**src/hw/mcg_pkg.sv**
```systemverilog
// Purpose: Constants and types for the multi-source clock generator.
// Assumes: Avalon-MM register bus, 32-bit data, byte addresses.
// Notes:   Overview of operation follows.
// Overview of operation
// - Source select 00 loop output, 01 internal ref, 10 external ref.
// - Source select 11 reserved, behaves like 00.
// - Ref divider codes 000-011 divide 1,2,4,8; 110,111 divide 64,128.
// - Reference select 1 picks internal reference, 0 external, for loop.
// - Internal ref clock output active only while its enable bit is 1.
// - Stop enable 1 keeps internal ref running in stop if enabled/used.
// - Stop enable 0 turns internal reference off on stop entry.
// - Chosen system clock passes a divide by 1, 2, 4 or 8 divider.
// - Bus divider field 00/01/10/11 gives 1/2/4/8; reset selects 01.
// - Debug clock is always oscillator output divided by 2.
// - Nine operating states: four frequency loop, two phase loop, two low power, stop.
// - No signal leaves the chip; all ports are on-chip.
// - Phase loop lock detector can raise an interrupt request.
// - External reference monitored; failure may request chip reset.
// - Frequency loop reference chosen by reference select.
// - Nine trim bits adjust internal reference frequency.
package mcg_pkg;
  localparam logic [3:0] ADDR_CTRL1  = 4'h0;
  localparam logic [3:0] ADDR_CTRL2  = 4'h4;
  localparam logic [3:0] ADDR_TRIM   = 4'h8;
  localparam logic [3:0] ADDR_STAT   = 4'hC;
  localparam logic [7:0] CTRL1_RST   = 8'h00;
  localparam logic [7:0] CTRL2_RST   = 8'h40;
  localparam logic [7:0] TRIM_RST    = 8'h80;
  localparam logic [1:0] SRC_LOOP    = 2'h0;
  localparam logic [1:0] SRC_INT     = 2'h1;
  localparam logic [1:0] SRC_EXT     = 2'h2;
  localparam int         MON_LIMIT   = 1024;
  localparam int         LOCK_LIMIT  = 16;

  typedef struct packed {
    logic [1:0] source_select;
    logic [2:0] reference_divider;
    logic       reference_select;
    logic       internal_ref_enable;
    logic       internal_ref_stop_enable;
  } mcg_ctrl1_type;

  typedef struct packed {
    logic [1:0] bus_divider;
    logic       lock_irq_enable;
    logic       monitor_reset_enable;
    logic       phase_select;
    logic       low_power;
    logic       fine_trim;
    logic       spare;
  } mcg_ctrl2_type;

  typedef enum logic [3:0] {
    MODE_LOOP_ENGAGED_INTERNAL,
    MODE_LOOP_ENGAGED_EXTERNAL,
    MODE_LOOP_BYPASSED_INTERNAL,
    MODE_LOOP_BYPASSED_EXTERNAL,
    MODE_PHASE_LOOP_ENGAGED_EXTERNAL,
    MODE_PHASE_LOOP_BYPASSED_EXTERNAL,
    MODE_LOW_POWER_BYPASS_INTERNAL,
    MODE_LOW_POWER_BYPASS_EXTERNAL,
    MODE_STOP
  } mcg_mode_type;
endpackage

```
**src/hw/mcg_pow2_div.sv**
```systemverilog
// Purpose: Power-of-two clock-enable divider.
// Assumes: Input tick is a one-cycle enable on clk_sys.
// Notes:   Emits one tick per 2**sel input ticks.
`timescale 1ns/1ps
`default_nettype none
module mcg_pow2_div #(
  parameter int SW = 3,
  parameter int CW = 7
) (
  // Clock and reset
  input  wire logic          clk_sys,
  input  wire logic          rstn,
  input  wire logic          ce,
  // Divider
  input  wire logic          tick_in,
  input  wire logic [SW-1:0] sel,
  output logic               tick_out
);
  logic [CW-1:0] cnt_r;
  logic [CW-1:0] mask;

  // Terminal count mask of the selected power
  always_comb begin
    mask = CW'((1 << sel) - 1);
  end

  // Restart whenever the count reaches the mask, so a smaller code
  // written mid-count takes effect without a long wraparound
  always_ff @(posedge clk_sys) begin
    if (!rstn) begin
      cnt_r    <= '0;
      tick_out <= 1'b0;
    end else if (ce) begin
      tick_out <= 1'b0;
      if (tick_in) begin
        if ((cnt_r & mask) == mask) begin
          cnt_r    <= '0;
          tick_out <= 1'b1;
        end else begin
          cnt_r <= cnt_r + CW'(1);
        end
      end
    end
  end
endmodule
`default_nettype wire

```
**src/hw/mcg_core.sv**
```systemverilog
// Purpose: Multi-source clock generator control, as clock enables.
// Assumes: Clocks are modelled as one-cycle ticks synchronous to clk_sys.
// Notes:   Loop analog parts are modelled by the osc/lock ticks at ports.
//
// The implementer's own choices: the address map and the Avalon-MM register port.
`timescale 1ns/1ps
`default_nettype none
module mcg_core
  import mcg_pkg::*;
#(
  parameter int MON_CYCLES = MON_LIMIT
) (
  // Clock, reset, enable
  input  wire logic        clk_sys,
  input  wire logic        rstn,
  input  wire logic        ce,
  // Avalon-MM slave
  input  wire logic [3:0]  avs_address,
  input  wire logic        avs_read,
  input  wire logic        avs_write,
  input  wire logic [31:0] avs_writedata,
  input  wire logic [3:0]  avs_byteenable,
  output logic [31:0]      avs_readdata,
  output logic             avs_waitrequest,
  // On-chip clock ticks in
  input  wire logic        int_ref_tick,
  input  wire logic        ext_ref_tick,
  input  wire logic        fll_tick,
  input  wire logic        pll_tick,
  input  wire logic        pll_locked,
  input  wire logic        stop_req,
  // On-chip clock ticks out
  output logic             generator_output_clock,
  output logic             internal_ref_clock_out,
  output logic             ref_div_tick,
  output logic             debug_clock_out,
  output logic             lock_irq,
  output logic             reset_req
);
  mcg_ctrl1_type ctrl1_r;
  mcg_ctrl2_type ctrl2_r;
  logic [7:0]    trim_r;
  logic          lols_r;
  logic          was_locked_r;
  logic          stop_r;
  logic          irc_stop_keep_r;
  logic          rd_ack_r;
  logic          mon_fail_r;
  logic [15:0]   mon_cnt_r;
  logic          bus_tick_r;
  logic [3:0]    bus_cnt_r;
  logic          dco_half_r;
  mcg_mode_type  mode;
  logic [1:0]    src_eff;
  logic          ref_tick;
  logic          int_run;
  logic          osc_tick;
  logic          sel_tick;
  logic [3:0]    bus_mask;
  logic [31:0]   rd_nxt;

  // Writes finish in one cycle; reads wait one cycle for registered data.
  // A frozen block stalls every request so no write is silently lost.
  always_comb begin
    avs_waitrequest = ~ce | (avs_read & ~rd_ack_r);
  end

  // Control registers, lane 0 only holds data
  always_ff @(posedge clk_sys) begin
    if (!rstn) begin
      ctrl1_r <= mcg_ctrl1_type'(CTRL1_RST);
      ctrl2_r <= mcg_ctrl2_type'(CTRL2_RST);
      trim_r  <= TRIM_RST;
    end else if (ce && avs_write && avs_byteenable[0]) begin
      case (avs_address)
        ADDR_CTRL1: ctrl1_r <= mcg_ctrl1_type'(avs_writedata[7:0]);
        ADDR_CTRL2: ctrl2_r <= mcg_ctrl2_type'(avs_writedata[7:0]);
        ADDR_TRIM:  trim_r  <= avs_writedata[7:0];
        default: ;
      endcase
    end
  end

  // Read mux; unmapped addresses read zero
  always_comb begin
    rd_nxt = 32'h0;
    case (avs_address)
      ADDR_CTRL1: rd_nxt[7:0] = ctrl1_r;
      ADDR_CTRL2: rd_nxt[7:0] = ctrl2_r;
      ADDR_TRIM:  rd_nxt[7:0] = trim_r;
      ADDR_STAT:  rd_nxt[7:0] = {lols_r, pll_locked, mon_fail_r, stop_r,
                                 mode};
      default:    rd_nxt = 32'h0;
    endcase
  end

  // Read data register and acknowledge
  always_ff @(posedge clk_sys) begin
    if (!rstn) begin
      rd_ack_r     <= 1'b0;
      avs_readdata <= 32'h0;
    end else if (ce) begin
      rd_ack_r <= avs_read & ~rd_ack_r;
      if (avs_read && !rd_ack_r) begin
        avs_readdata <= rd_nxt;
      end
    end
  end

  // Reserved code 11 falls back to loop output
  always_comb begin
    src_eff = (ctrl1_r.source_select == 2'h3) ? SRC_LOOP
                                              : ctrl1_r.source_select;
  end

  // Mode decode from current control state
  always_comb begin
    if (stop_r) begin
      mode = MODE_STOP;
    end else begin
      case (src_eff)
        SRC_INT: mode = ctrl2_r.low_power ? MODE_LOW_POWER_BYPASS_INTERNAL
                                          : MODE_LOOP_BYPASSED_INTERNAL;
        SRC_EXT: begin
          if (ctrl2_r.low_power) begin
            mode = MODE_LOW_POWER_BYPASS_EXTERNAL;
          end else if (ctrl2_r.phase_select) begin
            mode = MODE_PHASE_LOOP_BYPASSED_EXTERNAL;
          end else begin
            mode = MODE_LOOP_BYPASSED_EXTERNAL;
          end
        end
        default: begin
          if (ctrl2_r.phase_select) begin
            mode = MODE_PHASE_LOOP_ENGAGED_EXTERNAL;
          end else if (ctrl1_r.reference_select) begin
            mode = MODE_LOOP_ENGAGED_INTERNAL;
          end else begin
            mode = MODE_LOOP_ENGAGED_EXTERNAL;
          end
        end
      endcase
    end
  end

  // Stop entry latches whether the internal reference survives
  always_ff @(posedge clk_sys) begin
    if (!rstn) begin
      stop_r          <= 1'b0;
      irc_stop_keep_r <= 1'b0;
    end else if (ce) begin
      stop_r <= stop_req;
      if (stop_req && !stop_r) begin
        irc_stop_keep_r <= ctrl1_r.internal_ref_stop_enable &
          (ctrl1_r.internal_ref_enable |
           mode == MODE_LOOP_ENGAGED_INTERNAL ||
           mode == MODE_LOOP_BYPASSED_INTERNAL ||
           mode == MODE_LOW_POWER_BYPASS_INTERNAL);
      end
    end
  end

  // Internal reference runs unless stopped without keep
  always_comb begin
    int_run  = !stop_r || irc_stop_keep_r;
    ref_tick = ctrl1_r.reference_select ? (int_ref_tick & int_run)
                                        : ext_ref_tick;
    osc_tick = ctrl2_r.phase_select ? pll_tick : fll_tick;
  end

  // Reference divider, codes map straight to powers of two
  mcg_pow2_div #(
    .SW (3),
    .CW (7)
  ) u_ref_div (
    .clk_sys  (clk_sys),
    .rstn     (rstn),
    .ce       (ce),
    .tick_in  (ref_tick),
    .sel      (ctrl1_r.reference_divider),
    .tick_out (ref_div_tick)
  );

  // Source mux feeding the bus divider
  always_comb begin
    case (src_eff)
      SRC_INT: sel_tick = int_ref_tick & int_run;
      SRC_EXT: sel_tick = ext_ref_tick;
      default: sel_tick = osc_tick;
    endcase
    if (stop_r) begin
      sel_tick = 1'b0;
    end
    bus_mask = 4'((1 << ctrl2_r.bus_divider) - 1);
  end

  // Bus divider 1/2/4/8
  always_ff @(posedge clk_sys) begin
    if (!rstn) begin
      bus_cnt_r  <= 4'h0;
      bus_tick_r <= 1'b0;
    end else if (ce) begin
      bus_tick_r <= 1'b0;
      if (sel_tick) begin
        if ((bus_cnt_r & bus_mask) == bus_mask) begin
          bus_cnt_r  <= 4'h0;
          bus_tick_r <= 1'b1;
        end else begin
          bus_cnt_r <= bus_cnt_r + 4'h1;
        end
      end
    end
  end

  // Debug clock toggles on every oscillator tick: half rate
  always_ff @(posedge clk_sys) begin
    if (!rstn) begin
      dco_half_r <= 1'b0;
    end else if (ce && osc_tick) begin
      dco_half_r <= ~dco_half_r;
    end
  end

  // Registered clock outputs, all on-chip
  always_ff @(posedge clk_sys) begin
    if (!rstn) begin
      generator_output_clock <= 1'b0;
      internal_ref_clock_out <= 1'b0;
      debug_clock_out        <= 1'b0;
    end else if (ce) begin
      generator_output_clock <= bus_tick_r;
      internal_ref_clock_out <= int_ref_tick & int_run &
                                ctrl1_r.internal_ref_enable;
      debug_clock_out        <= dco_half_r;
    end
  end

  // Sticky loss of lock; a new loss wins over a same-cycle clear
  always_ff @(posedge clk_sys) begin
    if (!rstn) begin
      lols_r       <= 1'b0;
      was_locked_r <= 1'b0;
      lock_irq     <= 1'b0;
    end else if (ce) begin
      was_locked_r <= pll_locked;
      if (was_locked_r && !pll_locked) begin
        lols_r <= 1'b1;
      end else if (avs_write && avs_address == ADDR_STAT &&
                   avs_byteenable[0] && avs_writedata[7]) begin
        lols_r <= 1'b0;
      end
      lock_irq <= lols_r & ctrl2_r.lock_irq_enable;
    end
  end

  // External clock monitor: too long without an edge is a failure
  always_ff @(posedge clk_sys) begin
    if (!rstn) begin
      mon_cnt_r  <= 16'h0;
      mon_fail_r <= 1'b0;
      reset_req  <= 1'b0;
    end else if (ce) begin
      if (ext_ref_tick || !ctrl2_r.monitor_reset_enable || stop_r) begin
        mon_cnt_r <= 16'h0;
      end else if (mon_cnt_r == 16'(MON_CYCLES)) begin
        mon_fail_r <= 1'b1;
      end else begin
        mon_cnt_r <= mon_cnt_r + 16'h1;
      end
      reset_req <= mon_fail_r;
    end
  end
endmodule
`default_nettype wire

```
**config.mk**
```make
export PLATFORM = sky130hd
export DESIGN_NAME = mcg_core
export DESIGN_NICKNAME = d
export VERILOG_FILES = /design/src/hw/mcg_pkg.sv /design/src/hw/mcg_pow2_div.sv /design/src/hw/mcg_core.sv
export SDC_FILE = /design/constraint.sdc
export NUM_CORES = 1
export LEC_CHECK = 0
export ABC_CLOCK_PERIOD_IN_PS = 4100
export BUFFER_PORTS_ARGS = -buffer_cell sky130_fd_sc_hd__buf_4
export CAP_MARGIN = 0
export CORE_MARGIN = 3
export CORE_UTILIZATION = 59
export CTS_BUF_LIST = sky130_fd_sc_hd__clkbuf_2
export DETAILED_ROUTE_END_ITERATION = 6
export GPL_ROUTABILITY_DRIVEN = 0
export PLACE_DENSITY = 0.87
export REMOVE_ABC_BUFFERS = 1
export SKIP_CTS_REPAIR_TIMING = 1
export SLEW_MARGIN = 10
export SYNTH_ARGS = -nofsm -noshare
export SYNTH_HDL_FRONTEND = slang
export SYNTH_SLANG_ARGS = --single-unit
```
**constraint.sdc**
```tcl
create_clock -name clk_sys -period 4.1 [get_ports clk_sys]
set_input_delay 0.205 -clock clk_sys [delete_from_list [all_inputs] [get_ports clk_sys]]
set_output_delay 0.205 -clock clk_sys [all_outputs]
set_load 0.01 [all_outputs]
```
**Word-level counts from Yosys, hierarchy flattened**

Cells that the tools add are included.

- Memories: 0
- Output and inout port bits: 39
- RAM bits: 0
- Bits in registers: 73
- Bits in read-only memories: 0
- Bits of input ports: 51
- Word-level logic and storage cells: 117
- Bits in latches: 0

- Multiplexer cells: 23
- Reduce and logical (&&, ||, !) cells: 31
- Div/mod/pow operators: 0
- Equality and inequality tests: 12
- Add/subtract/negate cells: 5
- Shift operators: 2
- Multipliers: 0
- Bitwise logic cells: 13
- Magnitude comparators: 0

Operator list:

| kind | number |
|---|---|
| $mux 16 | 2 |
| $pmux 8 s4 | 1 |
| $reduce_and 2->1 | 9 |
| $add 16x1->16 const B | 1 |
| $eq 16x11->1 const B | 1 |
| $mux 3 | 4 |
| $mux 1 | 10 |
| $logic_and 1x1->1 | 9 |
| $eq 4x3->1 const B | 2 |
| $eq 4x4->1 const B | 2 |
| $logic_not 4->1 | 2 |
| $mux 4 | 2 |
| $add 7x1->7 const B | 1 |
| $and 7x7->7 | 1 |
| $eq 7x7->1 | 1 |
| $mux 7 | 1 |
| $shl 1x3->7 const A | 1 |
| $sub 7x2->7 const B | 1 |
| $pmux 3 s2 | 1 |
| $and 1x1->1 | 5 |
| $logic_or 1x1->1 | 5 |
| $add 4x1->4 const B | 1 |
| $and 4x4->4 | 1 |
| $eq 2x2->1 const B | 2 |
| 13 further kinds | 20 |

**Longest topological paths before layout**

- Depth after elaboration: 10
- Gate-level depth with buffers: 9
- Gate-level depth less buffers: 8

**Cells and area by module**

A second synthesis with hierarchy kept.

- Cells, all modules: 429
- Area total of the unflattened synthesis: 3761.1 um2

By module, submodules not included:

| module | area each (um2) | cells each | seq. area each (um2) | times used |
|---|---|---|---|---|
| mcg_core | 3185.6 | 367 | 1281.2 | 1 |
| mcg_pow2_div | 575.6 | 62 | 160.2 | 1 |

**Least setup slack after synthesis**

No wires, ideal clock.

- Path kind: flip-flop to flip-flop
- From: register ctrl1_r[4] (netlist bit)
- To: register u_ref_div.cnt_r[0]
- Clock period less this slack: 1954 ps
- Setup time: 127 ps
- Data arrival time: 1826 ps
- Buffers on the path: 1
- Cell stages (with the launch flop): 8
- Slack: 2146 ps
- Required time: 3973 ps
- Path through: dfxtp_1 > buf_6 > or3_4 > ha_1 > xnor2_1 > a2bb2o_4 > o31ai_4 > nor2_1

- Longest elaborated chain between the ends: 5

Ends and longest elaborated chain:

| item | RTL line | text |
|---|---|---|
| start, declared | mcg_core.sv:40 | `mcg_ctrl1_type ctrl1_r;` |
| start signal, assigned | mcg_core.sv:71 | `ctrl1_r <= mcg_ctrl1_type'(CTRL1_RST);` |
| start signal, assigned | mcg_core.sv:76 | `ADDR_CTRL1: ctrl1_r <= mcg_ctrl1_type'(avs_writedata[7:0]);` |
| $shl 1x3->7 * | mcg_pow2_div.sv:24 | `mask = CW'((1 << sel) - 1);` |
| $sub 7x2->7 * | mcg_pow2_div.sv:24 |  |
| $and 7x7->7 | mcg_pow2_div.sv:36 | `if ((cnt_r & mask) == mask) begin` |
| $eq 7x7->1 * | mcg_pow2_div.sv:36 |  |
| $mux 7 * | mcg_pow2_div.sv:36 |  |
| end signal, assigned | mcg_pow2_div.sv:40 | `cnt_r <= cnt_r + CW'(1);` |
| end, declared | mcg_pow2_div.sv:19 | `logic [CW-1:0] cnt_r;` |

Mark *: on every way between the ends. The rest lies on a longest branch, timed or not.
A chain may end at the register's enable or synchronous reset.

**Worst setup path after layout**

- From: input port ce
- To: register trim_r[7]

- Longest elaborated chain between the ends: 3

Ends and longest elaborated chain:

| item | RTL line | text |
|---|---|---|
| start, declared | mcg_core.sv:16 | `input wire logic ce,` |
| $logic_and 1x1->1 (2 in a row) | mcg_core.sv:74 | `end else if (ce && avs_write && avs_byteenable[0]) begin` |
| $reduce_and 2->1 (no source line) | -- |  |
| end signal, assigned | mcg_core.sv:78 | `ADDR_TRIM: trim_r <= avs_writedata[7:0];` |
| end, declared | mcg_core.sv:42 | `logic [7:0] trim_r;` |

No other way between the ends.

==> flow_summary.toml <==
[outcome]
outcome = "finished, final reports clean"

[global_routing]
grt_overflow_total = 0
antenna_found_initial = 0
grt_pass1_wl_mm = 13.3
grt_max_degree = 39
grt_pass1_vias = 2792
grt_use_total = 0.229

[worst_setup_path]
critPathSlowestCell = "nor3b_1"
reg2regPathDepth = 6
cp-endpoint = "trim_r[7]$_SDFFE_PN1P_"
cp_data_required_time_ns = 4.53
reg2reg_to = "u_ref_div.cnt_r[0]$_SDFFE_PN0P_"
crit_start = "ce"
cp.arrival_ns = 2.73
r2r-start = "ctrl1_r[4]$_SDFFE_PN0P_"
worst-path-max-fanout = 24
slowest_delay_ns = 0.67
crit_top_cell = "buf_4"
crit_chain = "buf_4 -> nor3b_2 -> nand3_2 -> nor3b_1 -> buf_4 -> mux2i_1 -> nand2_1 -> dlygate4sd3_1"
reg2reg_slack_ns = 1.92
endpoint_kind = "register"
startpoint_type = "primary input"
path_class = "primary input to register"

[layout]
layout-drive-gt1-share = 0.159
finalInstanceArea_sq_um = 4060
nFillCells = 433
nNetsFinal = 505
syn_to_final_growth_pct = 11.7
diodes = 0

[cts]
cts_buffers = 9
clk_pin_slew_ns = 0.19
insertion_delay_ns = 0.52
cts_root_buf = "clkbuf_2"
max-clock-path-buffers = 2
cts_num_sinks = 72
cts_max_level = 3
cts_tree = "built"

[floorplanning]
fp.dieW_microns = 84.5
die_h_microns = 84.5
coreArea_sq_um = 5740
pin_count = 90
initial_core_util = 0.633
row_count = 27
die_area_sq_um = 7140

[job]
cap_violations = 0

[logic_synthesis]
synthTopCellsByArea = "dfxtp_1 40%, mux2i_1 8.5%, nor2_1 5.8%, buf_4 5.2%, xor2_1 3.1%"
synth-main-ff-cell = "dfxtp_1"
netlist_instances = 402
synth_enable_flop_cells = 0
ys_seq_area_frac = 0.397
ys_types = 57
yosysTopAreaCellShare = 0.397
yosysWarnings = 0
synth_seq_cells = 72
async_flop_share = 0
synth_area_per_cell_sq_um = 9.04
syn_area_sq_um = 3630
synth_top_area_cell = "dfxtp_1"

[power_and_ir_drop]
vdd_drop_max_v = 0.000205
p_per_area_nw_per_um2 = 285
p_leak_uw = 0.00154

[timing]
post-route-period-util = 0.563
tns_ns = 0
slew_viol_final = 0
fmax_mhz = 433
hold_violations = 0
whs_ns = 0.0417
finalSetupViolCount = 0
maxSlewHeadroom = 0.435
rsz0062_at_grt = "false"
max_slew.worst_pin.slew_ns = 0.847
min_period_ns = 2.31
finalClockSkew_ns = 0.0240
setup_slack_ns = 1.79

[detailed_routing]
drt_pre_antenna_iters = 5
wirelength_mm = 8.07
route.detailed.drc = 0
vias = 3009
viasPerCell = 5.74
drt_iter0_drc = 291
antenna_left = 0
routedWlPerCell_microns = 15.4

[placement]
place_area_sq_um = 3850
place_ws_ns = 1.87
place.port_buffers = 38
hpwl_mm = 5.52

[worst_hold_path]
holdCritStartpoint = "rstn"
hold_path_class = "primary input to register"
## power breakdown
part	switching, uW	total [uW]	internal [uW]
sequential	6.97	716	709
clock	249	323	73.5
combinational	69.4	118	48.6
total	326	1160	831
## kinds of logic (layout without fill, tap and decap cells)
group	after synthesis	count (layout)	synth area share
and+or+nand+nor	152	152	0.212
DFF	72	72	0.397
AOI/OAI and AO/OA	58	58	0.112
buffers and inverters	56	83	0.0882
muxes	37	37	0.119
xor gates and xnor gates	19	19	0.0458
adders and majority gates	7	7	0.0241
other	1	24	0.00103
## sequential cells by signal (all words and copies together), names as in the netlist, 3 cells and up
| register | count |
|---|---|
| ctrl2_r | 8 |
| trim_r | 8 |
| mon_cnt_r | 16 |
| avs_readdata | 8 |
| ctrl1_r | 8 |
| u_ref_div.cnt_r | 7 |
| bus_cnt_r | 3 |
## metrics by stage
stage                      util  power (uW)  std cells
after floorplan               -         784        382
after global placement    0.670         834        495
after detailed placement  0.670         837        495
after CTS                 0.684        1150        511
after global routing      0.707        1200        524
final                     0.707        1160        524
## cells in the final DEF (no fill, tap or decap), drive strengths merged, types with 3 or more instances in the layout
cell	instances
o22ai	3
nand2	26
mux2i	31
nor2	58
a21oi	19
nand4	10
o21ai	14
inv	12
clkbuf	9
and3	5
nand2b	6
a22o	5
dlygate4sd3	13
conb	24
nand3	15
nor3	6
ha	7
nor2b	5
or3	4
xor2	13
nor3b	4
nand3b	3
buf	41
xnor2	6
nor4	3
clkinv	7
mux4	5
dfxtp	72
## cells in the mapped netlist, drive strengths merged (6+ instances only)
master and count:
inv 12, o21ai 14, nand2b 6, dfxtp 72, xnor2 6, ha 7
mux2i 31, clkbuf 8, nand2 26, nor3 6, a21oi 19, nand3 15
xor2 13, buf 35, nor2 58, nand4 10
## worst min path at each step
stage / endpoint / depth (start not counted)
2_1_floorplan: trim_r[7]$_SDFFE_PN1P_ / 1
3_3_place_gp: irc_stop_keep_r$_SDFFE_PN0P_ / 2
3_5_place_dp: irc_stop_keep_r$_SDFFE_PN0P_ / 2
4_1_cts: ctrl2_r[6]$_SDFFE_PN1P_ / 3
5_1_grt: bus_tick_r$_SDFFE_PN0P_ / 2
6_report: bus_cnt_r[2]$_SDFFE_PN0P_ / 3
## critical path, delay by kind of cell
kind	cells	cell delay (ns)
buffers and inverters	3	1.15
AND/OR/NAND/NOR	4	1.18
multiplexers	1	0.19
## layer usage
| layer | GRT usage | wire, microns |
|---|---|---|
| met1 | 0.287 | 3250 |
| met2 | 0.377 | 3990 |
| met4 | 0.0777 | 159 |
| met3 | 0.0707 | 666 |
| met5 | 0 | 0 |
## cell type report
type	count	area [sq um]	share of cell area
flip-flops and latches	72	1440	0.355
inverters	13	48.8	0.0120
repair buffers	54	438	0.108
clock buffers	9	45.0	0.0111
clock inverters	7	38.8	0.00955
well taps	72	90.1	0.0222
multi-input cells	297	1960	0.482
(Power assumes the default switching activity.)
